$ cat src/verilog/ddsl_pkg.sv
/*
  ddsl_pkg: shared constants and types of the dual dac serial load interface.
  Assumes it is compiled before every module that imports it.
*/
package ddsl_pkg;
  localparam int WORD_BITS = 16;
  localparam int DAC_BITS = 12;
  localparam int CMD_BITS = 4;
  localparam int CNT_BITS = 5;
  localparam logic [CNT_BITS-1:0] FRAME_LAST = 5'h0F;
  localparam logic [CNT_BITS-1:0] RB_EDGES = 5'h10;
  localparam int FIFO_DEPTH = 4;

  // command codes in the top nibble of a serial word
  localparam logic [CMD_BITS-1:0] CMD_NOP = 4'h0;
  localparam logic [CMD_BITS-1:0] CMD_WR_A = 4'h1;
  localparam logic [CMD_BITS-1:0] CMD_WR_B = 4'h2;
  localparam logic [CMD_BITS-1:0] CMD_RB_A = 4'h3;
  localparam logic [CMD_BITS-1:0] CMD_RB_B = 4'h4;
  localparam logic [CMD_BITS-1:0] CMD_CFG = 4'h5;

  // configuration bits carried in the data field of CMD_CFG
  localparam int CFG_RISE_POS = 0;
  localparam int CFG_DAISY_POS = 1;
  localparam int CFG_MID_POS = 2;

  // register byte offsets on the avalon slave
  localparam logic [4:0] OFS_CTRL = 5'h00;
  localparam logic [4:0] OFS_STATUS = 5'h04;
  localparam logic [4:0] OFS_DAC_A = 5'h08;
  localparam logic [4:0] OFS_DAC_B = 5'h0C;
  localparam logic [4:0] OFS_IN_A = 5'h10;
  localparam logic [4:0] OFS_IN_B = 5'h14;

  // status field positions
  localparam int ST_RISE_POS = 0;
  localparam int ST_DAISY_POS = 1;
  localparam int ST_MID_POS = 2;
  localparam int ST_OVR_POS = 3;
  localparam int ST_RB_POS = 4;
  localparam int ST_LVL_POS = 8;

  localparam logic [DAC_BITS-1:0] ZERO_SCALE = 12'h000;
  localparam logic [DAC_BITS-1:0] MID_SCALE = 12'h800;
  localparam logic [31:0] CTRL_RESET = 32'h0000_0000;

  typedef struct packed {
    logic [CMD_BITS-1:0] cmd;
    logic [DAC_BITS-1:0] data;
  } ddsl_word_t;

  typedef struct packed {
    logic mid_clear;
    logic daisy;
    logic rise_edge;
  } ddsl_cfg_t;

  localparam ddsl_cfg_t CFG_RESET = 3'h0;
endpackage : ddsl_pkg

$ cat src/verilog/ddsl_core.sv
/*
  ddsl_core: device side of a dual dac serial load interface with an
  avalon-mm register slave. Pins come from outside and are synchronised;
  the serial clock must be well below a quarter of ref_clk_i.
*/
// Contract
// - a falling load strobe copies both input registers into the dac registers.
// - with the load strobe held low in standalone mode the dac updates from the 16th edge's word.
// - with the load strobe held low in daisy-chain mode the dac updates at frame select rising.
// - after reset data is sampled on falling clock edges, and a config word can pick rising.
// - a 16-bit shift register takes one serial bit per active clock edge.
// - the serial output changes on the edge opposite the sampling edge.
// - after a readback word four zero bits and then the dac register go out over the 16 output edges of the next frame.
// - frame select low enables the shift register, which captures on following active edges.
// - in standalone mode active edges are counted and the word latches on the 16th.
// - in daisy-chain mode shifted data emerges on the serial output for the next device.
// - the clear input resets input and dac registers to zero or midscale as configured.
`timescale 1ns/1ns
module ddsl_core
  import ddsl_pkg::*;
(
  // clock and reset
  input wire logic ref_clk_i,
  input wire logic rst_n_i,
  // serial pins
  input wire logic frame_sel_n_i,
  input wire logic shift_clk_i,
  input wire logic serial_in_i,
  output logic serial_out_o,
  input wire logic load_strobe_n_i,
  input wire logic async_clear_n_i,
  // dac codes
  output logic [DAC_BITS-1:0] dac_a_o,
  output logic [DAC_BITS-1:0] dac_b_o,
  // avalon-mm slave
  input wire logic [4:0] avs_address_i,
  input wire logic avs_read_i,
  input wire logic avs_write_i,
  input wire logic [31:0] avs_writedata_i,
  input wire logic [3:0] avs_byteenable_i,
  output logic [31:0] avs_readdata_o,
  output logic avs_waitrequest_o
);
  localparam int NPIN = 5;
  localparam int LW = $clog2(FIFO_DEPTH+1);

  logic [NPIN-1:0] pin_meta_reg;
  logic [NPIN-1:0] pin_sync_reg;
  logic sclk_d_reg;
  logic sync_d_reg;
  logic load_strobe_n_d_reg;
  logic sclk_s, sync_n_s, sin_s, load_strobe_n_n_s, clr_n_s;
  logic sclk_rise, sclk_fall, act_edge, out_edge;
  logic sync_fall, sync_rise, load_strobe_n_fall;

  logic [WORD_BITS-1:0] shift_reg;
  logic [CNT_BITS-1:0] cnt_reg;
  logic frame_reg;
  logic word_done;
  ddsl_word_t word_in;
  logic serial_out_reg;
  logic [DAC_BITS-1:0] rb_shift_reg;
  logic [CNT_BITS-1:0] rb_cnt_reg;
  logic rb_arm_reg;
  logic [DAC_BITS-1:0] rb_val_reg;

  ddsl_cfg_t cfg_reg;
  logic [DAC_BITS-1:0] in_a_reg, in_b_reg, dac_a_reg, dac_b_reg;
  logic [DAC_BITS-1:0] clr_val;

  logic fifo_in_ready, fifo_out_valid, fifo_pop;
  ddsl_word_t fifo_out;
  logic [LW-1:0] fifo_level;
  logic overrun_reg;
  logic [31:0] ctrl_reg;
  logic hold_decode;

  logic ack_reg;
  logic [31:0] rdata_reg;
  logic bus_req, wr_fire, rd_load;

  // every pin is a foreign level: two flops before any logic reads it
  always_ff @(posedge ref_clk_i) begin
    if (!rst_n_i) begin
      pin_meta_reg <= 5'h1B;
      pin_sync_reg <= 5'h1B;
    end else begin
      pin_meta_reg <= {async_clear_n_i, load_strobe_n_i, serial_in_i, frame_sel_n_i,
                       shift_clk_i};
      pin_sync_reg <= pin_meta_reg;
    end
  end

  assign {clr_n_s, load_strobe_n_n_s, sin_s, sync_n_s, sclk_s} = pin_sync_reg;

  always_ff @(posedge ref_clk_i) begin
    if (!rst_n_i) begin
      // idle level of the clock pin, so no false edge follows reset
      sclk_d_reg <= 1'b1;
      sync_d_reg <= 1'b1;
      load_strobe_n_d_reg <= 1'b1;
    end else begin
      sclk_d_reg <= sclk_s;
      sync_d_reg <= sync_n_s;
      load_strobe_n_d_reg <= load_strobe_n_n_s;
    end
  end

  assign sclk_rise = sclk_s & ~sclk_d_reg;
  assign sclk_fall = ~sclk_s & sclk_d_reg;
  assign act_edge = cfg_reg.rise_edge ? sclk_rise : sclk_fall;
  assign out_edge = cfg_reg.rise_edge ? sclk_fall : sclk_rise;
  assign sync_fall = ~sync_n_s & sync_d_reg;
  assign sync_rise = sync_n_s & ~sync_d_reg;
  assign load_strobe_n_fall = ~load_strobe_n_n_s & load_strobe_n_d_reg;

  // input shift register and edge counter
  always_ff @(posedge ref_clk_i) begin
    if (!rst_n_i || !clr_n_s) begin
      shift_reg <= '0;
      cnt_reg <= '0;
      frame_reg <= 1'b0;
    end else if (sync_fall) begin
      cnt_reg <= '0;
      frame_reg <= 1'b1;
    end else if (sync_rise) begin
      frame_reg <= 1'b0;
    end else if (frame_reg && !sync_n_s && act_edge) begin
      shift_reg <= {shift_reg[WORD_BITS-2:0], sin_s};
      if (cnt_reg != RB_EDGES) begin
        cnt_reg <= cnt_reg + 1'b1;
      end
    end
  end

  // standalone latches on the 16th active edge, daisy-chain at frame end
  always_comb begin
    word_done = 1'b0;
    word_in = shift_reg;
    if (cfg_reg.daisy) begin
      word_done = frame_reg & sync_rise;
    end else if (frame_reg && !sync_n_s && act_edge && cnt_reg == FRAME_LAST) begin
      word_done = 1'b1;
      word_in = {shift_reg[WORD_BITS-2:0], sin_s};
    end
  end

  // a full fifo drops the word; software sees it as overrun
  ddsl_fifo #(
    .WIDTH(WORD_BITS),
    .DEPTH(FIFO_DEPTH)
  ) u_fifo (
    .ref_clk_i(ref_clk_i),
    .rst_n_i(rst_n_i),
    .in_valid_i(word_done),
    .in_ready_o(fifo_in_ready),
    .in_data_i(word_in),
    .out_valid_o(fifo_out_valid),
    .out_ready_i(~hold_decode),
    .out_data_o(fifo_out),
    .level_o(fifo_level)
  );

  assign hold_decode = ctrl_reg[0];
  assign fifo_pop = fifo_out_valid & ~hold_decode;
  assign clr_val = cfg_reg.mid_clear ? MID_SCALE : ZERO_SCALE;

  // command decode, input and dac registers
  always_ff @(posedge ref_clk_i) begin
    if (!rst_n_i) begin
      cfg_reg <= CFG_RESET;
      in_a_reg <= ZERO_SCALE;
      in_b_reg <= ZERO_SCALE;
      dac_a_reg <= ZERO_SCALE;
      dac_b_reg <= ZERO_SCALE;
    end else if (!clr_n_s) begin
      in_a_reg <= clr_val;
      in_b_reg <= clr_val;
      dac_a_reg <= clr_val;
      dac_b_reg <= clr_val;
    end else begin
      if (load_strobe_n_fall) begin
        dac_a_reg <= in_a_reg;
        dac_b_reg <= in_b_reg;
      end
      if (fifo_pop) begin
        case (fifo_out.cmd)
          CMD_WR_A: begin
            in_a_reg <= fifo_out.data;
            if (!load_strobe_n_n_s) begin
              dac_a_reg <= fifo_out.data;
            end
          end
          CMD_WR_B: begin
            in_b_reg <= fifo_out.data;
            if (!load_strobe_n_n_s) begin
              dac_b_reg <= fifo_out.data;
            end
          end
          CMD_CFG: begin
            cfg_reg.rise_edge <= fifo_out.data[CFG_RISE_POS];
            cfg_reg.daisy <= fifo_out.data[CFG_DAISY_POS];
            cfg_reg.mid_clear <= fifo_out.data[CFG_MID_POS];
          end
          default: begin
          end
        endcase
      end
    end
  end

  // readback request is armed at decode and loaded at the next frame start
  always_ff @(posedge ref_clk_i) begin
    if (!rst_n_i || !clr_n_s) begin
      rb_arm_reg <= 1'b0;
      rb_val_reg <= '0;
    end else if (fifo_pop && (fifo_out.cmd == CMD_RB_A || fifo_out.cmd == CMD_RB_B)) begin
      rb_arm_reg <= 1'b1;
      rb_val_reg <= (fifo_out.cmd == CMD_RB_A) ? dac_a_reg : dac_b_reg;
    end else if (sync_fall) begin
      rb_arm_reg <= 1'b0;
    end
  end

  // serial output: chained shift data, or dac contents during readback
  always_ff @(posedge ref_clk_i) begin
    if (!rst_n_i || !clr_n_s) begin
      serial_out_reg <= 1'b0;
      rb_shift_reg <= '0;
      rb_cnt_reg <= '0;
    end else if (sync_fall && rb_arm_reg) begin
      rb_shift_reg <= rb_val_reg;
      rb_cnt_reg <= RB_EDGES;
    end else if (frame_reg && out_edge) begin
      if (rb_cnt_reg != '0) begin
        serial_out_reg <= (rb_cnt_reg > 5'(DAC_BITS)) ? 1'b0 : rb_shift_reg[DAC_BITS-1];
        if (rb_cnt_reg <= 5'(DAC_BITS)) begin
          rb_shift_reg <= {rb_shift_reg[DAC_BITS-2:0], 1'b0};
        end
        rb_cnt_reg <= rb_cnt_reg - 1'b1;
      end else begin
        serial_out_reg <= shift_reg[WORD_BITS-1];
      end
    end
  end

  // avalon slave: one wait cycle, answer at the second edge
  assign bus_req = avs_read_i | avs_write_i;
  assign avs_waitrequest_o = bus_req & ~ack_reg;
  assign wr_fire = avs_write_i & ack_reg;
  assign rd_load = avs_read_i & ~ack_reg;

  always_ff @(posedge ref_clk_i) begin
    if (!rst_n_i) begin
      ack_reg <= 1'b0;
    end else begin
      ack_reg <= bus_req & ~ack_reg;
    end
  end

  always_ff @(posedge ref_clk_i) begin
    if (!rst_n_i) begin
      ctrl_reg <= CTRL_RESET;
    end else if (wr_fire && avs_address_i == OFS_CTRL && avs_byteenable_i[0]) begin
      ctrl_reg <= {24'h000000, 7'h00, avs_writedata_i[0]};
    end
  end

  // a new overrun in the clearing cycle wins over the clear
  always_ff @(posedge ref_clk_i) begin
    if (!rst_n_i) begin
      overrun_reg <= 1'b0;
    end else if (word_done && !fifo_in_ready) begin
      overrun_reg <= 1'b1;
    end else if (wr_fire && avs_address_i == OFS_STATUS && avs_byteenable_i[0] &&
                 avs_writedata_i[ST_OVR_POS]) begin
      overrun_reg <= 1'b0;
    end
  end

  always_ff @(posedge ref_clk_i) begin
    if (!rst_n_i) begin
      rdata_reg <= 32'h0000_0000;
    end else if (rd_load) begin
      rdata_reg <= 32'h0000_0000;
      case (avs_address_i)
        OFS_CTRL: rdata_reg <= ctrl_reg;
        OFS_STATUS: begin
          rdata_reg[ST_RISE_POS] <= cfg_reg.rise_edge;
          rdata_reg[ST_DAISY_POS] <= cfg_reg.daisy;
          rdata_reg[ST_MID_POS] <= cfg_reg.mid_clear;
          rdata_reg[ST_OVR_POS] <= overrun_reg;
          rdata_reg[ST_RB_POS] <= (rb_cnt_reg != '0) | rb_arm_reg;
          rdata_reg[ST_LVL_POS +: LW] <= fifo_level;
        end
        OFS_DAC_A: rdata_reg[DAC_BITS-1:0] <= dac_a_reg;
        OFS_DAC_B: rdata_reg[DAC_BITS-1:0] <= dac_b_reg;
        OFS_IN_A: rdata_reg[DAC_BITS-1:0] <= in_a_reg;
        OFS_IN_B: rdata_reg[DAC_BITS-1:0] <= in_b_reg;
        default: rdata_reg <= 32'h0000_0000;
      endcase
    end
  end

  assign avs_readdata_o = rdata_reg;
  assign serial_out_o = serial_out_reg;
  assign dac_a_o = dac_a_reg;
  assign dac_b_o = dac_b_reg;
endmodule : ddsl_core

$ cat src/verilog/ddsl_fifo.sv
/*
  ddsl_fifo: small valid/ready fifo for received serial words.
  Assumes a single clock and a synchronous active-low reset.
*/
`timescale 1ns/1ns
module ddsl_fifo #(
  parameter int WIDTH = 16,
  parameter int DEPTH = 4
) (
  // clock and reset
  input wire logic ref_clk_i,
  input wire logic rst_n_i,
  // filling side
  input wire logic in_valid_i,
  output logic in_ready_o,
  input wire logic [WIDTH-1:0] in_data_i,
  // draining side
  output logic out_valid_o,
  input wire logic out_ready_i,
  output logic [WIDTH-1:0] out_data_o,
  // fill level
  output logic [$clog2(DEPTH+1)-1:0] level_o
);
  localparam int AW = $clog2(DEPTH);
  localparam int LW = $clog2(DEPTH+1);

  logic [WIDTH-1:0] mem_reg [DEPTH];
  logic [AW-1:0] wr_ptr_reg;
  logic [AW-1:0] rd_ptr_reg;
  logic [LW-1:0] level_reg;
  logic push;
  logic pop;

  assign in_ready_o = (level_reg != LW'(DEPTH));
  assign out_valid_o = (level_reg != '0);
  assign push = in_valid_i & in_ready_o;
  assign pop = out_valid_o & out_ready_i;
  assign out_data_o = mem_reg[rd_ptr_reg];
  assign level_o = level_reg;

  always_ff @(posedge ref_clk_i) begin
    if (push) begin
      mem_reg[wr_ptr_reg] <= in_data_i;
    end
  end

  always_ff @(posedge ref_clk_i) begin
    if (!rst_n_i) begin
      wr_ptr_reg <= '0;
      rd_ptr_reg <= '0;
      level_reg <= '0;
    end else begin
      if (push) begin
        wr_ptr_reg <= (wr_ptr_reg == AW'(DEPTH-1)) ? '0 : wr_ptr_reg + 1'b1;
      end
      if (pop) begin
        rd_ptr_reg <= (rd_ptr_reg == AW'(DEPTH-1)) ? '0 : rd_ptr_reg + 1'b1;
      end
      if (push && !pop) begin
        level_reg <= level_reg + 1'b1;
      end else if (pop && !push) begin
        level_reg <= level_reg - 1'b1;
      end
    end
  end
endmodule : ddsl_fifo

$ cat config.mk
export PLATFORM = sky130hd
export DESIGN_NAME = ddsl_core
export DESIGN_NICKNAME = d
export VERILOG_FILES = /design/src/verilog/ddsl_pkg.sv /design/src/verilog/ddsl_core.sv /design/src/verilog/ddsl_fifo.sv
export SDC_FILE = /design/constraint.sdc
export NUM_CORES = 1
export LEC_CHECK = 0
export ABC_AREA = 1
export ABC_CLOCK_PERIOD_IN_PS = 7700
export BUFFER_PORTS_ARGS = -buffer_cell sky130_fd_sc_hd__buf_2
export CORE_AREA = 2 2 180 182
export DETAILED_ROUTE_END_ITERATION = 16
export DIE_AREA = 0 0 182 184
export SLEW_MARGIN = 25
export SYNTH_ARGS = -nofsm -noshare
export SYNTH_HDL_FRONTEND = slang
export SYNTH_HIERARCHICAL = 1
export SYNTH_SLANG_ARGS = --single-unit
export TNS_END_PERCENT = 50
$ cat constraint.sdc
create_clock -name ref_clk_i -period 7.7 [get_ports ref_clk_i]
set_clock_uncertainty 0.1 [all_clocks]
set_input_delay 1.54 -clock ref_clk_i [delete_from_list [all_inputs] [get_ports ref_clk_i]]
set_output_delay 1.54 -clock ref_clk_i [all_outputs]
set_load 0.05 [all_outputs]
==> results.toml <==
[setup_path]
reg2reg_to = "u_fifo/mem_reg[0][5]"
cp-endpoint = "avs_waitrequest_o"
worstRegToRegCells = 8
crit_buf_inv = 2
start_kind = "input pin"
cp_slowest_stage_delay_ns = 0.21
endpoint_kind = "output port"
required_ns = 6.06
critical_path_class = "in2out"
critPathLaunch = "avs_write_i"
crit_slowest_cell = "buf_2"
cp_top_family = "buffers and inverters"
arrival_ns = 2.04
r2r_slack_ns = 4.21
path_cells = "buf_2 -> nor2_1 -> nor2_1 -> buf_2"
r2r_start = "cnt_reg[0]"
cp.depth = 4
crit_fanout = 3

[power]
p_sw_uw = 524.3
peakVddDrop_mv = 0.1401
switching_share_pct = 23.57
p_leak_uw = 0.004053
clkPwrFrac_pct = 45.7
p_per_area_mw_per_mm2 = 213.0
power.total_uw = 2225
p_int_uw = 1701
comb_power_share_pct = 4.1
pwr-share-seq_pct = 50.3

[floorplan]
rows = 65
dieArea_mm2 = 0.03349
die_width_um = 182
pin_count = 108
core_mm2 = 0.03139
die_h_um = 184
initial_core_util_pct = 29.64

[final_layout]
final_util_pct = 33.28
diodes = 0
layout-drive-gt1-share_pct = 13.90
fillers = 3314
final_cells = 1575
syn_to_final_growth_pct = 12.29
largest_register_ffs = 64
nNetsFinal = 1221

[detailed_routing]
wl_per_cell_um = 15.17
dr.first_iter.drc_count = 763
drc = 0
vias = 7600
ant_nets = 0
first_pass_iters = 5
viasPerCell = 4.825
wl_um = 23900

[synth]
ys_top_cells_by_count = "nand2_1 (201), dfxtp_1 (141), inv_1 (114)"
netlist_instances = 1132
synth_top_area_share_pct = 30.34
yosys.area.top_type = "dfxtp_1"
syn_avg_cell_area_um2 = 8.219
synth_edf_count = 64
async_flop_share_pct = 0
yosysUniqueCellTypes = 37
synth_warnings = 6
yosys_most_used_dff = "dfxtp_1"
yosysMostFrequentCell = "nand2_1"
ys_ff_latch = 205
netlist_top_cells_area = "dfxtp_1 (30%), edfxtp_1 (21%), nand2_1 (8.1%)"
seq_area_frac_synth_pct = 51.00
syn_area_mm2 = 0.009304

[placed_design]
io_buffer_count = 54
gp_congestion = 0.8257
place_ws_ns = 3.948
post-place-cells = 1535
dp_hpwl_um = 15990

[global_routing]
grt_max_degree = 47
grt.overflow.total = 0
grt_busiest_layer = "met2"
grt_usage_pct = 14.05
grtUsageMet3_pct = 3.011
grt_util_met2_pct = 23.71
grt_pass1_vias = 7011
met1_usage_pct = 18.53
antenna_found_initial = 1
grt_pass1_wl_um = 37580

[cts]
clk_latency_ns = 0.52
cts_root_buf = "clkbuf_16"
numCtsBuffers = 23
h-tree-depth = 1
cts.sink_count = 205
ctsHoldBuffers = 0
post_cts_buffers = 0
ctsResizeCount = 0
clk_pin_slew_worst_paths_ns = 0.06
cts_tree = "done"
cts_buffer_depth = 3

[timing]
slew_headroom_pct = 35.49
fin_crit_ns = 3.684
layout_worst_path_cycle_share_pct = 47.85
worstMarginPinSlew_ns = 0.9666
timing_max_transition_violations_final = 0
rsz0062_at_grt = "false"
tns_ns = 0
hold_viol = 0
finalSetupViolCount = 0
setup_slack_ns = 4.016
fmaxAchievable_ghz = 0.2714

[hold_path]
hold_class = "reg2reg"

[status]
outcome = "completed"

[run]
drv_cap = 0
## power groups by stage
stage / clock network, µW / registers, µW / logic [µW]
global placement: 0 / 1140 / 90.1
detailed placement: 0 / 1140 / 90.3
floorplan: 0 / 1140 / 72.3
global route: 1070 / 1120 / 97.7
CTS: 1030 / 1120 / 90.4
finish: 1020 / 1120 / 90.6
## cell families (layout without fill, tap and decap cells)
| group | count (synthesis) | in the layout | share of synthesized area (%) |
|---|---|---|---|
| and+or+nand+nor | 402 | 402 | 19.31 |
| muxes | 2 | 2 | 0.2420 |
| adders and majority gates | 13 | 13 | 1.829 |
| DFF | 205 | 205 | 51.00 |
| xor gates and xnor gates | 1 | 1 | 0.09415 |
| buffers and inverters | 201 | 223 | 9.750 |
| AOI/OAI and AO/OA | 307 | 307 | 17.74 |
| other | 1 | 20 | 0.04031 |
## how the worst min path moves through the flow
| stage | cells past startpoint | to | from |
|---|---|---|---|
| floorplan | 2 | pin_sync_reg[2] | pin_meta_reg[2] |
| global placement | 1 | pin_sync_reg[4] | pin_meta_reg[4] |
| detailed placement | 1 | pin_sync_reg[0] | pin_meta_reg[0] |
| CTS | 1 | pin_sync_reg[0] | pin_meta_reg[0] |
| global route | 1 | pin_sync_reg[0] | pin_meta_reg[0] |
| finish | 1 | pin_sync_reg[0] | pin_meta_reg[0] |
## routing by layer
metal / part of all wire (%) / up-vias
met1: 45 / 3528
li1: - / 3802
met2: 45 / 232
met5: 0.054 / -
met4: 2.1 / 2
met3: 7.5 / 36
## placed cells by master, fill, tap and decap left out, types with 3 or more instances in the layout
cell,instances
o22ai_1,21
clkbuf_16,23
a21oi_1,86
clkinv_2,3
nand2_2,16
inv_2,10
a21oi_2,10
nor2_4,7
conb_1,20
nand2_1,200
or2_2,8
a31oi_1,18
dfxtp_1,141
nand4_1,23
clkbuf_1,5
o21a_1,5
inv_1,114
buf_4,5
ha_1,12
nand3_1,47
edfxtp_1,64
nor2_2,10
nor3_1,3
buf_2,54
nor2_1,81
o21ai_1,57
o21ai_0,106
nand3_2,4
## worst register-to-register path: cells and delay by family, from the launching register on
family / cells / cell delay [ns]
and+or+nand+nor: 6 / 2.27
DFF: 1 / 0.35
adders and majority gates: 2 / 0.38
## per-stage QoR
stage               hold slack (ns)  area (µm²)
floorplan                    0.2905        9375
detailed placement           0.2973        9757
global placement             0.2977        9754
CTS                          0.3121       10450
finish                       0.3117       10450
global route                 0.3198       10450
## layout make-up
cell class | instances | area [µm²] | area share [%]
Timing Repair Buffer | 59 | 307.8 | 2.946
Inverter | 124 | 465.4 | 4.455
Tap cell | 402 | 503.0 | 4.814
Multi-Input combinational cell | 745 | 3739 | 35.78
Clock inverter | 10 | 66.31 | 0.6347
Sequential cell | 205 | 4745 | 45.41
Clock buffer | 30 | 621.8 | 5.952
No activity file was read; power rests on OpenSTA's default activity.
